<file path="src/shared/ssg_pkg.sv">
// constants and carriers for the serializer sideband block
package ssg_pkg;
    // clock and timing
    localparam int CLK_NS = 10;
    localparam int BC_LOSS_NS = 20000;
    localparam int BC_LOSS_CYC = BC_LOSS_NS / CLK_NS;
    localparam int BC_LOSS_W = 12;
    // register offsets
    localparam logic [7:0] ADDR_LINK_STAT = 8'h0C;
    localparam logic [7:0] ADDR_PIN0_MODE = 8'h0D;
    localparam logic [7:0] ADDR_PIN12_MODE = 8'h0E;
    localparam logic [7:0] ADDR_PIN3_MODE = 8'h0F;
    localparam logic [7:0] ADDR_REGPIN56 = 8'h10;
    localparam logic [7:0] ADDR_REGPIN78 = 8'h11;
    localparam logic [7:0] ADDR_IN_LVL_LO = 8'h1C;
    localparam logic [7:0] ADDR_IN_LVL_HI = 8'h1D;
    localparam logic [7:0] ADDR_IRQ_CTL = 8'hC6;
    localparam logic [7:0] ADDR_IRQ_STAT = 8'hC7;
    // reset values
    localparam logic [7:0] RST_MODE = 8'h00;
    localparam logic [7:0] RST_IRQ_CTL = 8'h00;
    // field positions
    localparam int BIT_LINK_DET = 0;
    localparam int BIT_HPD_LVL = 1;
    localparam int BIT_IRQ_GLOBAL = 0;
    localparam int BIT_IRQ_LINK = 1;
    localparam int BIT_IRQ_REMOTE = 5;
    localparam int BIT_LVL_REGPIN5 = 5;
    localparam int BIT_LVL_REGPIN8 = 0;
    // pin mode codes
    localparam logic [3:0] MODE_OUT_LOW = 4'h1;
    localparam logic [3:0] MODE_INPUT = 4'h3;
    localparam logic [3:0] MODE_FROM_BACK = 4'h5;
    localparam logic [3:0] MODE_OUT_HIGH = 4'h9;
    // back channel framing
    localparam int BC_FRAME_W = 16;
    localparam logic [3:0] BC_SYNC = 4'hA;
    localparam logic [4:0] BC_CNT_LAST = 5'd15;
    // forward word
    localparam int FWD_W = 35;
    localparam logic [15:0] LFSR_SEED = 16'hACE1;
    // pin synchroniser width
    localparam int SYNC_W = 48;

    typedef struct packed {
        logic [23:0] rgb;
        logic hs;
        logic vs;
        logic de;
        logic ctl;
        logic [3:0] gpio;
        logic [2:0] audio;
    } ssg_fwd_word_s;

    typedef struct packed {
        logic [3:0] sync;
        logic [3:0] gpio;
        logic irq_n;
        logic [2:0] ctl;
        logic [3:0] crc;
    } ssg_bc_frame_s;

    typedef enum logic [0:0] {
        BC_HUNT = 1'b0,
        BC_LOCK = 1'b1
    } ssg_bc_state_e;

    function automatic logic [3:0] ssg_bc_crc(input ssg_bc_frame_s f);
        ssg_bc_crc = f.sync ^ f.gpio ^ {f.irq_n, f.ctl};
    endfunction
endpackage

</file>
<file path="src/verilog/ssg_bc_deframer.sv">
// back channel frame recovery from sampled serial bits
`timescale 1ns/10ps
`default_nettype none
module ssg_bc_deframer (
    // clock and reset
    input wire logic sys_clk,
    input wire logic rst,
    // sampled serial bits
    input wire logic bit_tick,
    input wire logic bit_val,
    // recovered frame
    output ssg_pkg::ssg_bc_frame_s frame,
    output logic frame_ok,
    output logic crc_err
);
    ssg_pkg::ssg_bc_state_e state, next_state;
    logic [15:0] shift, next_shift;
    logic [4:0] cnt, next_cnt;
    ssg_pkg::ssg_bc_frame_s next_frame;
    logic next_ok, next_err;
    ssg_pkg::ssg_bc_frame_s win;

    always_comb
    begin
        win = ssg_pkg::ssg_bc_frame_s'({shift[14:0], bit_val});
        next_state = state;
        next_shift = shift;
        next_cnt = cnt;
        next_frame = frame;
        next_ok = 1'b0;
        next_err = 1'b0;
        if (bit_tick)
        begin
            next_shift = {shift[14:0], bit_val};
            unique case (state)
                ssg_pkg::BC_HUNT:
                begin
                    // sliding search; lock only on sync plus good check nibble
                    if (win.sync == ssg_pkg::BC_SYNC && win.crc == ssg_pkg::ssg_bc_crc(win))
                    begin
                        next_state = ssg_pkg::BC_LOCK;
                        next_frame = win;
                        next_ok = 1'b1;
                        next_cnt = 5'd0;
                    end
                end
                ssg_pkg::BC_LOCK:
                begin
                    next_cnt = cnt + 5'd1;
                    if (cnt == ssg_pkg::BC_CNT_LAST)
                    begin
                        next_cnt = 5'd0;
                        if (win.sync == ssg_pkg::BC_SYNC && win.crc == ssg_pkg::ssg_bc_crc(win))
                        begin
                            next_frame = win;
                            next_ok = 1'b1;
                        end
                        else
                        begin
                            // bad frame drops lock so alignment is searched again
                            next_err = 1'b1;
                            next_state = ssg_pkg::BC_HUNT;
                        end
                    end
                end
            endcase
        end
    end

    always_ff @(posedge sys_clk)
    begin
        if (rst)
        begin
            state <= ssg_pkg::BC_HUNT;
            shift <= 16'h0000;
            cnt <= 5'd0;
            frame <= '0;
            frame_ok <= 1'b0;
            crc_err <= 1'b0;
        end
        else
        begin
            state <= next_state;
            shift <= next_shift;
            cnt <= next_cnt;
            frame <= next_frame;
            frame_ok <= next_ok;
            crc_err <= next_err;
        end
    end
endmodule
`default_nettype wire

</file>
<file path="src/verilog/ssg_sideband.sv">
// sideband control: pins, interrupts, link status, forward and back channel framing
// Contract
// - each pixel clock sends one scrambled 35-bit forward word with video, control, pins, audio
// - pixel clock 25 to 96 MHz on one lane, forward rate up to 3.36 Gbps; code forwards only pixel clocks well below sys_clk
// - back-channel frames carry control, check nibble and four pin bits; far end sets rate
// - power-down input low enters power-down and restores every control register default
// - link-detect status bit 0 of 0x0C reads 0 on a link fault
// - open, short, ground, battery or reversed line all flag one undistinguished fault
// - interrupt output low for enabled local or remote conditions set in 0xC6/0xC7
// - enabled remote interrupt low over back channel pulls interrupt output low
// - reading the interrupt status register clears pending interrupt, releases output
// - far interrupt mirror follows remote level, reads high when no link exists
// - link pins: 4-bit mode, 0x3 samples input forward, 0x5 drives from back channel
// - local modes: 0x1 drive low, 0x9 drive high, 0x3 input shown in 0x1C/0x1D
// - register-only pins override shared audio inputs when enabled
// - register-only pin state local or remote register access only, never over link
// - hot-plug line held low until ready, then released to pull high
// - link pins act as forward inputs or back-channel outputs per pin
`timescale 1ns/10ps
`default_nettype none
module ssg_sideband (
    // clock and reset
    input wire logic sys_clk,
    input wire logic rst,
    // power and source presence
    input wire logic power_down_input_n,
    input wire logic src_5v_present,
    // pixel side
    input wire logic pix_clk,
    input wire logic [23:0] pix_rgb,
    input wire logic pix_hs,
    input wire logic pix_vs,
    input wire logic pix_de,
    input wire logic ctl_bus_bit,
    input wire logic [2:0] audio_bits,
    // forward channel
    output ssg_pkg::ssg_fwd_word_s fwd_word,
    output logic fwd_valid,
    // back channel
    input wire logic bc_clk,
    input wire logic bc_data,
    // line fault detectors
    input wire logic cable_open,
    input wire logic line_short,
    input wire logic polarity_bad,
    // link-transported pins
    input wire logic [3:0] gpio_in,
    output logic [3:0] gpio_out,
    output logic [3:0] gpio_oe,
    // register-only pins shared with audio
    input wire logic [3:0] regpin_in,
    output logic [3:0] regpin_out,
    output logic [3:0] regpin_oe,
    output logic [3:0] regpin_audio_sel,
    // hot plug, open drain
    input wire logic hot_plug_line_in,
    output logic hot_plug_line_out,
    output logic hot_plug_line_oe,
    // interrupts
    output logic irq_out_n,
    output logic far_irq_mirror,
    // register access
    input wire logic [7:0] reg_addr,
    input wire logic reg_wr,
    input wire logic reg_rd,
    input wire logic [7:0] reg_wdata,
    output logic [7:0] reg_rdata,
    output logic reg_rvalid
);
    // drive decode shared by link pins and register-only pins
    function automatic logic [1:0] pin_drive(input logic [3:0] mode, input logic bc_val,
                                             input logic link_pin);
        pin_drive = 2'b00;
        if (mode == ssg_pkg::MODE_OUT_LOW)
            pin_drive = 2'b10;
        else if (mode == ssg_pkg::MODE_OUT_HIGH)
            pin_drive = 2'b11;
        else if (link_pin && mode == ssg_pkg::MODE_FROM_BACK)
            pin_drive = {1'b1, bc_val};
    endfunction

    // pin synchronisers
    logic [ssg_pkg::SYNC_W-1:0] sync_a, sync_b;
    logic pix_prev, bcc_prev;
    always_ff @(posedge sys_clk)
    begin
        if (rst)
        begin
            sync_a <= '0;
            sync_b <= '0;
            pix_prev <= 1'b0;
            bcc_prev <= 1'b0;
        end
        else
        begin
            sync_a <= {power_down_input_n, src_5v_present, pix_clk, bc_clk, bc_data,
                       hot_plug_line_in, gpio_in, regpin_in, cable_open, line_short,
                       polarity_bad, pix_rgb, pix_hs, pix_vs, pix_de, ctl_bus_bit, audio_bits};
            sync_b <= sync_a;
            pix_prev <= sync_b[45];
            bcc_prev <= sync_b[44];
        end
    end
    logic pdn_s, src5_s, pix_s, bcc_s, bcd_s, hpd_s, fault_s;
    logic [3:0] gpio_s, regpin_s;
    ssg_pkg::ssg_fwd_word_s vid_s;
    assign pdn_s = sync_b[47];
    assign src5_s = sync_b[46];
    assign pix_s = sync_b[45];
    assign bcc_s = sync_b[44];
    assign bcd_s = sync_b[43];
    assign hpd_s = sync_b[42];
    assign gpio_s = sync_b[41:38];
    assign regpin_s = sync_b[37:34];
    assign fault_s = |sync_b[33:31];
    assign vid_s = ssg_pkg::ssg_fwd_word_s'({sync_b[30:3], 4'h0, sync_b[2:0]});

    // power-down acts as a reset of all control state
    logic pd_rst;
    assign pd_rst = rst | ~pdn_s;

    // back channel
    ssg_pkg::ssg_bc_frame_s bc_frame;
    logic bc_ok;
    ssg_bc_deframer u_deframer (
        .sys_clk(sys_clk),
        .rst(pd_rst),
        .bit_tick(bcc_s & ~bcc_prev),
        .bit_val(bcd_s),
        .frame(bc_frame),
        .frame_ok(bc_ok),
        .crc_err()
    );

    // registers
    logic [7:0] mode0, mode12, mode3, rmode56, rmode78, irq_ctl, irq_stat;
    logic [7:0] next_mode0, next_mode12, next_mode3, next_rmode56, next_rmode78;
    logic [7:0] next_irq_ctl, next_irq_stat, next_rdata;
    logic next_rvalid;
    logic [3:0] bc_gpio, next_bc_gpio;
    logic far_irq_n, next_far_irq_n;
    logic [ssg_pkg::BC_LOSS_W-1:0] alive_cnt, next_alive_cnt;
    logic link_det, next_link_det;
    logic [3:0] lmode [4];
    logic [3:0] rmode [4];
    logic linked, remote_fall, link_drop;
    logic [7:0] lvl_lo, lvl_hi;

    always_comb
    begin
        lmode[0] = mode0[3:0];
        lmode[1] = mode12[3:0];
        lmode[2] = mode12[7:4];
        lmode[3] = mode3[3:0];
        rmode[0] = rmode56[3:0];
        rmode[1] = rmode56[7:4];
        rmode[2] = rmode78[3:0];
        rmode[3] = rmode78[7:4];
    end

    assign linked = link_det && alive_cnt != '0;
    // state of register-only pins goes nowhere but these bits
    assign lvl_lo = {regpin_s[2:0], 1'b0, gpio_s};
    assign lvl_hi = {7'h00, regpin_s[3]};
    assign remote_fall = bc_ok && linked && far_irq_n && !bc_frame.irq_n;
    assign link_drop = link_det && fault_s;

    always_comb
    begin
        next_mode0 = mode0;
        next_mode12 = mode12;
        next_mode3 = mode3;
        next_rmode56 = rmode56;
        next_rmode78 = rmode78;
        next_irq_ctl = irq_ctl;
        next_irq_stat = irq_stat;
        next_rdata = 8'h00;
        next_rvalid = 1'b0;
        next_bc_gpio = bc_gpio;
        next_far_irq_n = far_irq_n;
        next_link_det = ~fault_s;
        next_alive_cnt = alive_cnt;
        if (bc_ok)
        begin
            next_bc_gpio = bc_frame.gpio;
            next_far_irq_n = bc_frame.irq_n;
            next_alive_cnt = ssg_pkg::BC_LOSS_W'(ssg_pkg::BC_LOSS_CYC);
        end
        else if (alive_cnt != '0)
            next_alive_cnt = alive_cnt - 1'b1;
        if (reg_wr)
        begin
            unique case (reg_addr)
                ssg_pkg::ADDR_PIN0_MODE: next_mode0 = reg_wdata;
                ssg_pkg::ADDR_PIN12_MODE: next_mode12 = reg_wdata;
                ssg_pkg::ADDR_PIN3_MODE: next_mode3 = reg_wdata;
                ssg_pkg::ADDR_REGPIN56: next_rmode56 = reg_wdata;
                ssg_pkg::ADDR_REGPIN78: next_rmode78 = reg_wdata;
                ssg_pkg::ADDR_IRQ_CTL: next_irq_ctl = reg_wdata;
                default: next_mode0 = mode0;
            endcase
        end
        if (reg_rd)
        begin
            next_rvalid = 1'b1;
            unique case (reg_addr)
                ssg_pkg::ADDR_LINK_STAT:
                    next_rdata = {6'h00, hpd_s, link_det};
                ssg_pkg::ADDR_PIN0_MODE: next_rdata = mode0;
                ssg_pkg::ADDR_PIN12_MODE: next_rdata = mode12;
                ssg_pkg::ADDR_PIN3_MODE: next_rdata = mode3;
                ssg_pkg::ADDR_REGPIN56: next_rdata = rmode56;
                ssg_pkg::ADDR_REGPIN78: next_rdata = rmode78;
                ssg_pkg::ADDR_IN_LVL_LO: next_rdata = lvl_lo;
                ssg_pkg::ADDR_IN_LVL_HI: next_rdata = lvl_hi;
                ssg_pkg::ADDR_IRQ_CTL: next_rdata = irq_ctl;
                ssg_pkg::ADDR_IRQ_STAT:
                begin
                    next_rdata = irq_stat;
                    next_irq_stat = 8'h00;
                end
                default: next_rdata = 8'h00;
            endcase
        end
        // sticky until read, and a new event beats a same-cycle read
        if (remote_fall && irq_ctl[ssg_pkg::BIT_IRQ_GLOBAL] && irq_ctl[ssg_pkg::BIT_IRQ_REMOTE])
            next_irq_stat[ssg_pkg::BIT_IRQ_REMOTE] = 1'b1;
        if (link_drop && irq_ctl[ssg_pkg::BIT_IRQ_GLOBAL] && irq_ctl[ssg_pkg::BIT_IRQ_LINK])
            next_irq_stat[ssg_pkg::BIT_IRQ_LINK] = 1'b1;
    end

    always_ff @(posedge sys_clk)
    begin
        if (pd_rst)
        begin
            mode0 <= ssg_pkg::RST_MODE;
            mode12 <= ssg_pkg::RST_MODE;
            mode3 <= ssg_pkg::RST_MODE;
            rmode56 <= ssg_pkg::RST_MODE;
            rmode78 <= ssg_pkg::RST_MODE;
            irq_ctl <= ssg_pkg::RST_IRQ_CTL;
            irq_stat <= 8'h00;
            reg_rdata <= 8'h00;
            reg_rvalid <= 1'b0;
            bc_gpio <= 4'h0;
            far_irq_n <= 1'b1;
            alive_cnt <= '0;
            link_det <= 1'b0;
        end
        else
        begin
            mode0 <= next_mode0;
            mode12 <= next_mode12;
            mode3 <= next_mode3;
            rmode56 <= next_rmode56;
            rmode78 <= next_rmode78;
            irq_ctl <= next_irq_ctl;
            irq_stat <= next_irq_stat;
            reg_rdata <= next_rdata;
            reg_rvalid <= next_rvalid;
            bc_gpio <= next_bc_gpio;
            far_irq_n <= next_far_irq_n;
            alive_cnt <= next_alive_cnt;
            link_det <= next_link_det;
        end
    end

    // pins, interrupt and hot-plug outputs
    logic [3:0] next_gpio_out, next_gpio_oe, next_regpin_out, next_regpin_oe, next_audio_sel;
    logic [3:0] fwd_gpio;
    logic [1:0] drv;
    logic next_irq_n, next_mirror, next_hpd_oe;
    always_comb
    begin
        drv = 2'b00;
        next_gpio_out = 4'h0;
        next_gpio_oe = 4'h0;
        next_regpin_out = 4'h0;
        next_regpin_oe = 4'h0;
        next_audio_sel = 4'h0;
        fwd_gpio = 4'h0;
        for (int i = 0; i < 4; i++)
        begin
            drv = pin_drive(lmode[i], bc_gpio[i], 1'b1);
            next_gpio_oe[i] = drv[1];
            next_gpio_out[i] = drv[0];
            fwd_gpio[i] = (lmode[i] == ssg_pkg::MODE_INPUT) && gpio_s[i];
            drv = pin_drive(rmode[i], 1'b0, 1'b0);
            next_regpin_oe[i] = drv[1];
            next_regpin_out[i] = drv[0];
            // audio keeps the pin unless a register-pin mode claims it
            next_audio_sel[i] = !(drv[1] || rmode[i] == ssg_pkg::MODE_INPUT);
        end
        next_irq_n = ~|irq_stat;
        next_mirror = linked ? far_irq_n : 1'b1;
        // hold low until powered, source 5 V seen and link good
        next_hpd_oe = !(src5_s && link_det);
    end

    always_ff @(posedge sys_clk)
    begin
        if (pd_rst)
        begin
            gpio_out <= 4'h0;
            gpio_oe <= 4'h0;
            regpin_out <= 4'h0;
            regpin_oe <= 4'h0;
            regpin_audio_sel <= 4'hF;
            irq_out_n <= 1'b1;
            far_irq_mirror <= 1'b1;
            hot_plug_line_out <= 1'b0;
            hot_plug_line_oe <= 1'b1;
        end
        else
        begin
            gpio_out <= next_gpio_out;
            gpio_oe <= next_gpio_oe;
            regpin_out <= next_regpin_out;
            regpin_oe <= next_regpin_oe;
            regpin_audio_sel <= next_audio_sel;
            irq_out_n <= next_irq_n;
            far_irq_mirror <= next_mirror;
            hot_plug_line_out <= 1'b0;
            hot_plug_line_oe <= next_hpd_oe;
        end
    end

    // forward word, one per pixel clock rising edge
    logic [15:0] lfsr, next_lfsr;
    ssg_pkg::ssg_fwd_word_s next_fwd, payload;
    logic next_fwd_valid;
    always_comb
    begin
        payload = vid_s;
        payload.gpio = fwd_gpio;
        next_lfsr = lfsr;
        next_fwd = fwd_word;
        next_fwd_valid = 1'b0;
        if (pix_s && !pix_prev)
        begin
            // edge sampling limits usable pixel clock to well below the system clock
            next_fwd = payload ^ ssg_pkg::ssg_fwd_word_s'({lfsr[2:0], lfsr, lfsr});
            next_fwd_valid = 1'b1;
            next_lfsr = {lfsr[14:0], lfsr[15] ^ lfsr[13] ^ lfsr[12] ^ lfsr[10]};
        end
    end

    always_ff @(posedge sys_clk)
    begin
        if (pd_rst)
        begin
            lfsr <= ssg_pkg::LFSR_SEED;
            fwd_word <= '0;
            fwd_valid <= 1'b0;
        end
        else
        begin
            lfsr <= next_lfsr;
            fwd_word <= next_fwd;
            fwd_valid <= next_fwd_valid;
        end
    end
endmodule
`default_nettype wire
</file>
<file path="config.mk">
export PLATFORM = sky130hd
export DESIGN_NAME = ssg_sideband
export DESIGN_NICKNAME = d
export VERILOG_FILES = /design/src/shared/ssg_pkg.sv /design/src/verilog/ssg_bc_deframer.sv /design/src/verilog/ssg_sideband.sv
export SDC_FILE = /design/constraint.sdc
export NUM_CORES = 1
export LEC_CHECK = 0
export ABC_AREA = 1
export ABC_CLOCK_PERIOD_IN_PS = 2400
export BUFFER_PORTS_ARGS = -buffer_cell sky130_fd_sc_hd__buf_2
export CORE_ASPECT_RATIO = 1.25
export CORE_UTILIZATION = 57
export DETAILED_ROUTE_END_ITERATION = 8
export PLACE_DENSITY_LB_ADDON = 0.12
export SYNTH_ARGS = -nofsm -noshare
export SYNTH_HDL_FRONTEND = slang
export SYNTH_HIERARCHICAL = 1
export SYNTH_SLANG_ARGS = --single-unit
</file>
<file path="constraint.sdc">
create_clock -name sys_clk -period 2.4 [get_ports sys_clk]
set_clock_uncertainty 0.1 [all_clocks]
set_input_delay 0.48 -clock sys_clk [delete_from_list [all_inputs] [get_ports sys_clk]]
set_output_delay 0.48 -clock sys_clk [all_outputs]
set_load 0.01 [all_outputs]
</file>
==> results.yml <==
cts:
  h-tree-depth: 1
  cts_buffers: 26
  cts_setup_buffers: 0
  clock_root_buffer: "clkbuf_16"
  clk_transition_reported_paths_ns: 0.07
  clock_tree_from_tritoncts: "yes"
  cts.hold.buffers_added: 0
  skew_pair_late_insertion_delay_ns: 0.52
  cts_max_path_buffers: 3
  numClockSinks: 277
  post_cts_resized: 0
critical_path:
  critPathRequiredTime_ns: 2.71
  path_class: "flip-flop to flip-flop"
  timing.critical_path.arrival_ns: 1.99
  cp.buffers_inverters: 0
  critical-path-top-cell-by-count: "nor2_1"
  critical-path-max-stage-delay_ns: 0.38
  r2r-start: "u_deframer/cnt[0]"
  reg2reg_depth: 8
  rrSetupSlack_ns: 0.72
  cp_top_family: "simple AND/OR/NAND/NOR gates"
  critPathLaunchType: "flip-flop"
  end_kind: "flip-flop"
  crit_chain: "ha_1 -> nand3_1 -> nor2_1 -> nor2_1 -> nor2_1 -> nand2_4 -> o21ai_0 -> nor2_1"
  critPathMaxFanout: 7
  slowest_stage: "dfxtp_1"
  crit-reg2reg-capture: "u_deframer/frame[7]"
global_routing:
  initial_antenna_violation_count: 0
  number_of_global_route_vias_before_repair: 7942
  global_route_wire_length_before_repair_mm: 38.1
  grt.overflow.total: 0
  grt_max_degree: 101
  grt_usage: 0.253
die:
  placementRows: 55
  core_outline_area_um2: 18000
  die_area_um2: 18900
  die_x_um: 123
  initial_utilization: 0.579
  dieHeight_um: 153
  ioPinCount: 137
synth:
  syn_inst: 1324
  syn_area_um2: 10400
  ys.warnings.count: 6
  synth.net_count: 1395
  postSynthAreaPerCell_um2: 7.89
hold_path:
  min-delay-start: "pix_rgb[9]"
  min_path_cells: 3
  timing.hold.worst_endpoint: "sync_a[16]"
  worst_hold_path_type: "primary input to flip-flop"
cells_and_area:
  layoutNonFillerInstCount: 1687
  storage_element_area_um2: 5550
  num-nets-final: 1510
  multiInputGateArea_um2: 3840
  antennaDiodeCount: 0
  flow.area_growth_from_synthesis_pct: 16.9
  fillCellCount: 1587
  final_core_util: 0.677
  post_route_cells_drive_above_1_share: 0.156
  final_cell_area_um2: 12200
placement:
  dp_hpwl_mm: 16.5
  port_buffers: 135
  dp_worst_setup_slack_ns: 0.480
  placement.cell_area_um2: 11200
  globalplace.congestion: 0.999
  placed_cells_incl_taps: 1639
flow_run:
  count_of_maximum_capacitance_violations: 0
power_and_ir_drop:
  power.switching_fraction: 0.203
  power_frac_seq: 0.490
  power.share.combinational: 0.035
  power.density_nw_per_um2: 788
  pwr-share-clk: 0.475
  irDropWorstVdd_v: 0.000653
  switching_power_w: 0.00196
  p_int_w: 0.00766
  leakagePower_nw: 5.48
route:
  drt-initial-drc-count: 519
  via_per_inst: 5.09
  dr_total_vias: 8585
  detail_routed_net_length_per_standard_cell_um: 14.0
  routed_wl_mm: 23.7
  first_pass_iters: 5
  postRouteAntennaNets: 0
  drt_drc_violations_left: 0
timing:
  rsz0062_at_grt: "no"
  slew_violations: 0
  setup_ws_ns: 0.720
  post-route-period-util: 0.700
  slew_headroom: 0.356
  tightestPinTransition_ns: 0.966
  setup_viol: 0
  total_negative_slack_for_setup_checks_ns: 0
  finalHoldViolCount: 0
  post-route-min-period_ns: 1.68
  max_clock_freq_mhz: 595
outcome:
  run_status: "finished clean"
==> area by class of cell <==
cell class | count | share of cell area
timing repair buffer | 146 | 0.0644
clock buffer | 35 | 0.0619
clock inverter | 13 | 0.0186
tap | 228 | 0.0234
inverter | 206 | 0.0634
sequential | 277 | 0.454
multi-input combinational | 782 | 0.314
==> worst max-delay path by stage <==
stage | depth (start not counted) | endpoint | from | slack (ns)
3_5_place_dp | 10 | mode0[6] | reg_addr[1] | 0.48
2_1_floorplan | 10 | u_deframer/shift[9] | rst | 0.45
5_1_grt | 8 | u_deframer/frame[8] | u_deframer/cnt[0] | 0.54
3_3_place_gp | 7 | mode3[0] | reg_addr[6] | 0.52
6_report | 8 | u_deframer/frame[7] | u_deframer/cnt[0] | 0.72
4_1_cts | 8 | u_deframer/frame[7] | u_deframer/cnt[0] | 0.72
==> layout by cell type (no fill, tap or decap), types with 3 or more instances in the layout <==
cell type / count
ha_1: 3
o21ai_1: 11
nand3_2: 3
nand3b_1: 3
nor2_4: 11
dfxtp_1: 277
a21oi_1: 123
nand2_2: 5
inv_2: 6
nand4_1: 6
buf_2: 134
clkbuf_8: 5
o211a_1: 3
nand2_1: 155
clkbuf_16: 27
xnor2_1: 36
xor2_1: 4
bufinv_16: 6
nor3_1: 6
clkinv_2: 4
nand3_1: 84
nor2_1: 193
clkbuf_1: 3
buf_4: 10
o21bai_1: 3
o21ai_0: 111
inv_1: 199
==> routing by layer <==
| metal | wire, µm | GRT usage | vias to the layer above |
|---|---|---|---|
| met2 | 11200 | 0.425 | 293 |
| li1 | - | - | 4370 |
| met4 | 910 | 0.111 | 0 |
| met3 | 1430 | 0.0418 | 61 |
| met1 | 10100 | 0.316 | 3861 |
| met5 | 0 | 0 | - |
==> worst register-to-register path, stage by stage, from the launching register on <==
cell     delay, ns
dfxtp_1       0.38
ha_1          0.19
nand3_1       0.10
nor2_1        0.18
nor2_1        0.11
nor2_1        0.18
nand2_4       0.10
o21ai_0       0.18
nor2_1        0.05
==> power by group through the flow <==
stage,clock network (W),logic [W],registers [W]
4_1_cts,0.00466,0.000342,0.00471
5_1_grt,0.00485,0.000381,0.00472
3_5_place_dp,0,0.000339,0.00482
2_1_floorplan,0,0.000207,0.00481
6_report,0.00457,0.000340,0.00471
3_3_place_gp,0,0.000335,0.00481
==> sequential cells by signal (all words and copies together) (netlist names), 4 cells and up <==
signal	flops
regpin_audio_sel	4
u_deframer/shift	15
reg_rdata	8
bc_gpio	4
gpio_out	4
rmode56	8
sync_b	48
gpio_oe	4
mode3	8
fwd_word	35
alive_cnt	12
u_deframer/cnt	5
lfsr	16
u_deframer/frame	5
rmode78	8
mode0	8
sync_a	48
irq_ctl	8
regpin_oe	4
mode12	8
regpin_out	4
==> stage by stage <==
step | power [W] | hold WS [ns]
2_1_floorplan | 0.00501 | 0.267
3_3_place_gp | 0.00515 | 0.271
3_5_place_dp | 0.00515 | 0.280
4_1_cts | 0.00971 | 0.0419
5_1_grt | 0.00995 | 0.0551
6_report | 0.00962 | 0.0532
No activity file was read; power rests on OpenSTA's default activity.
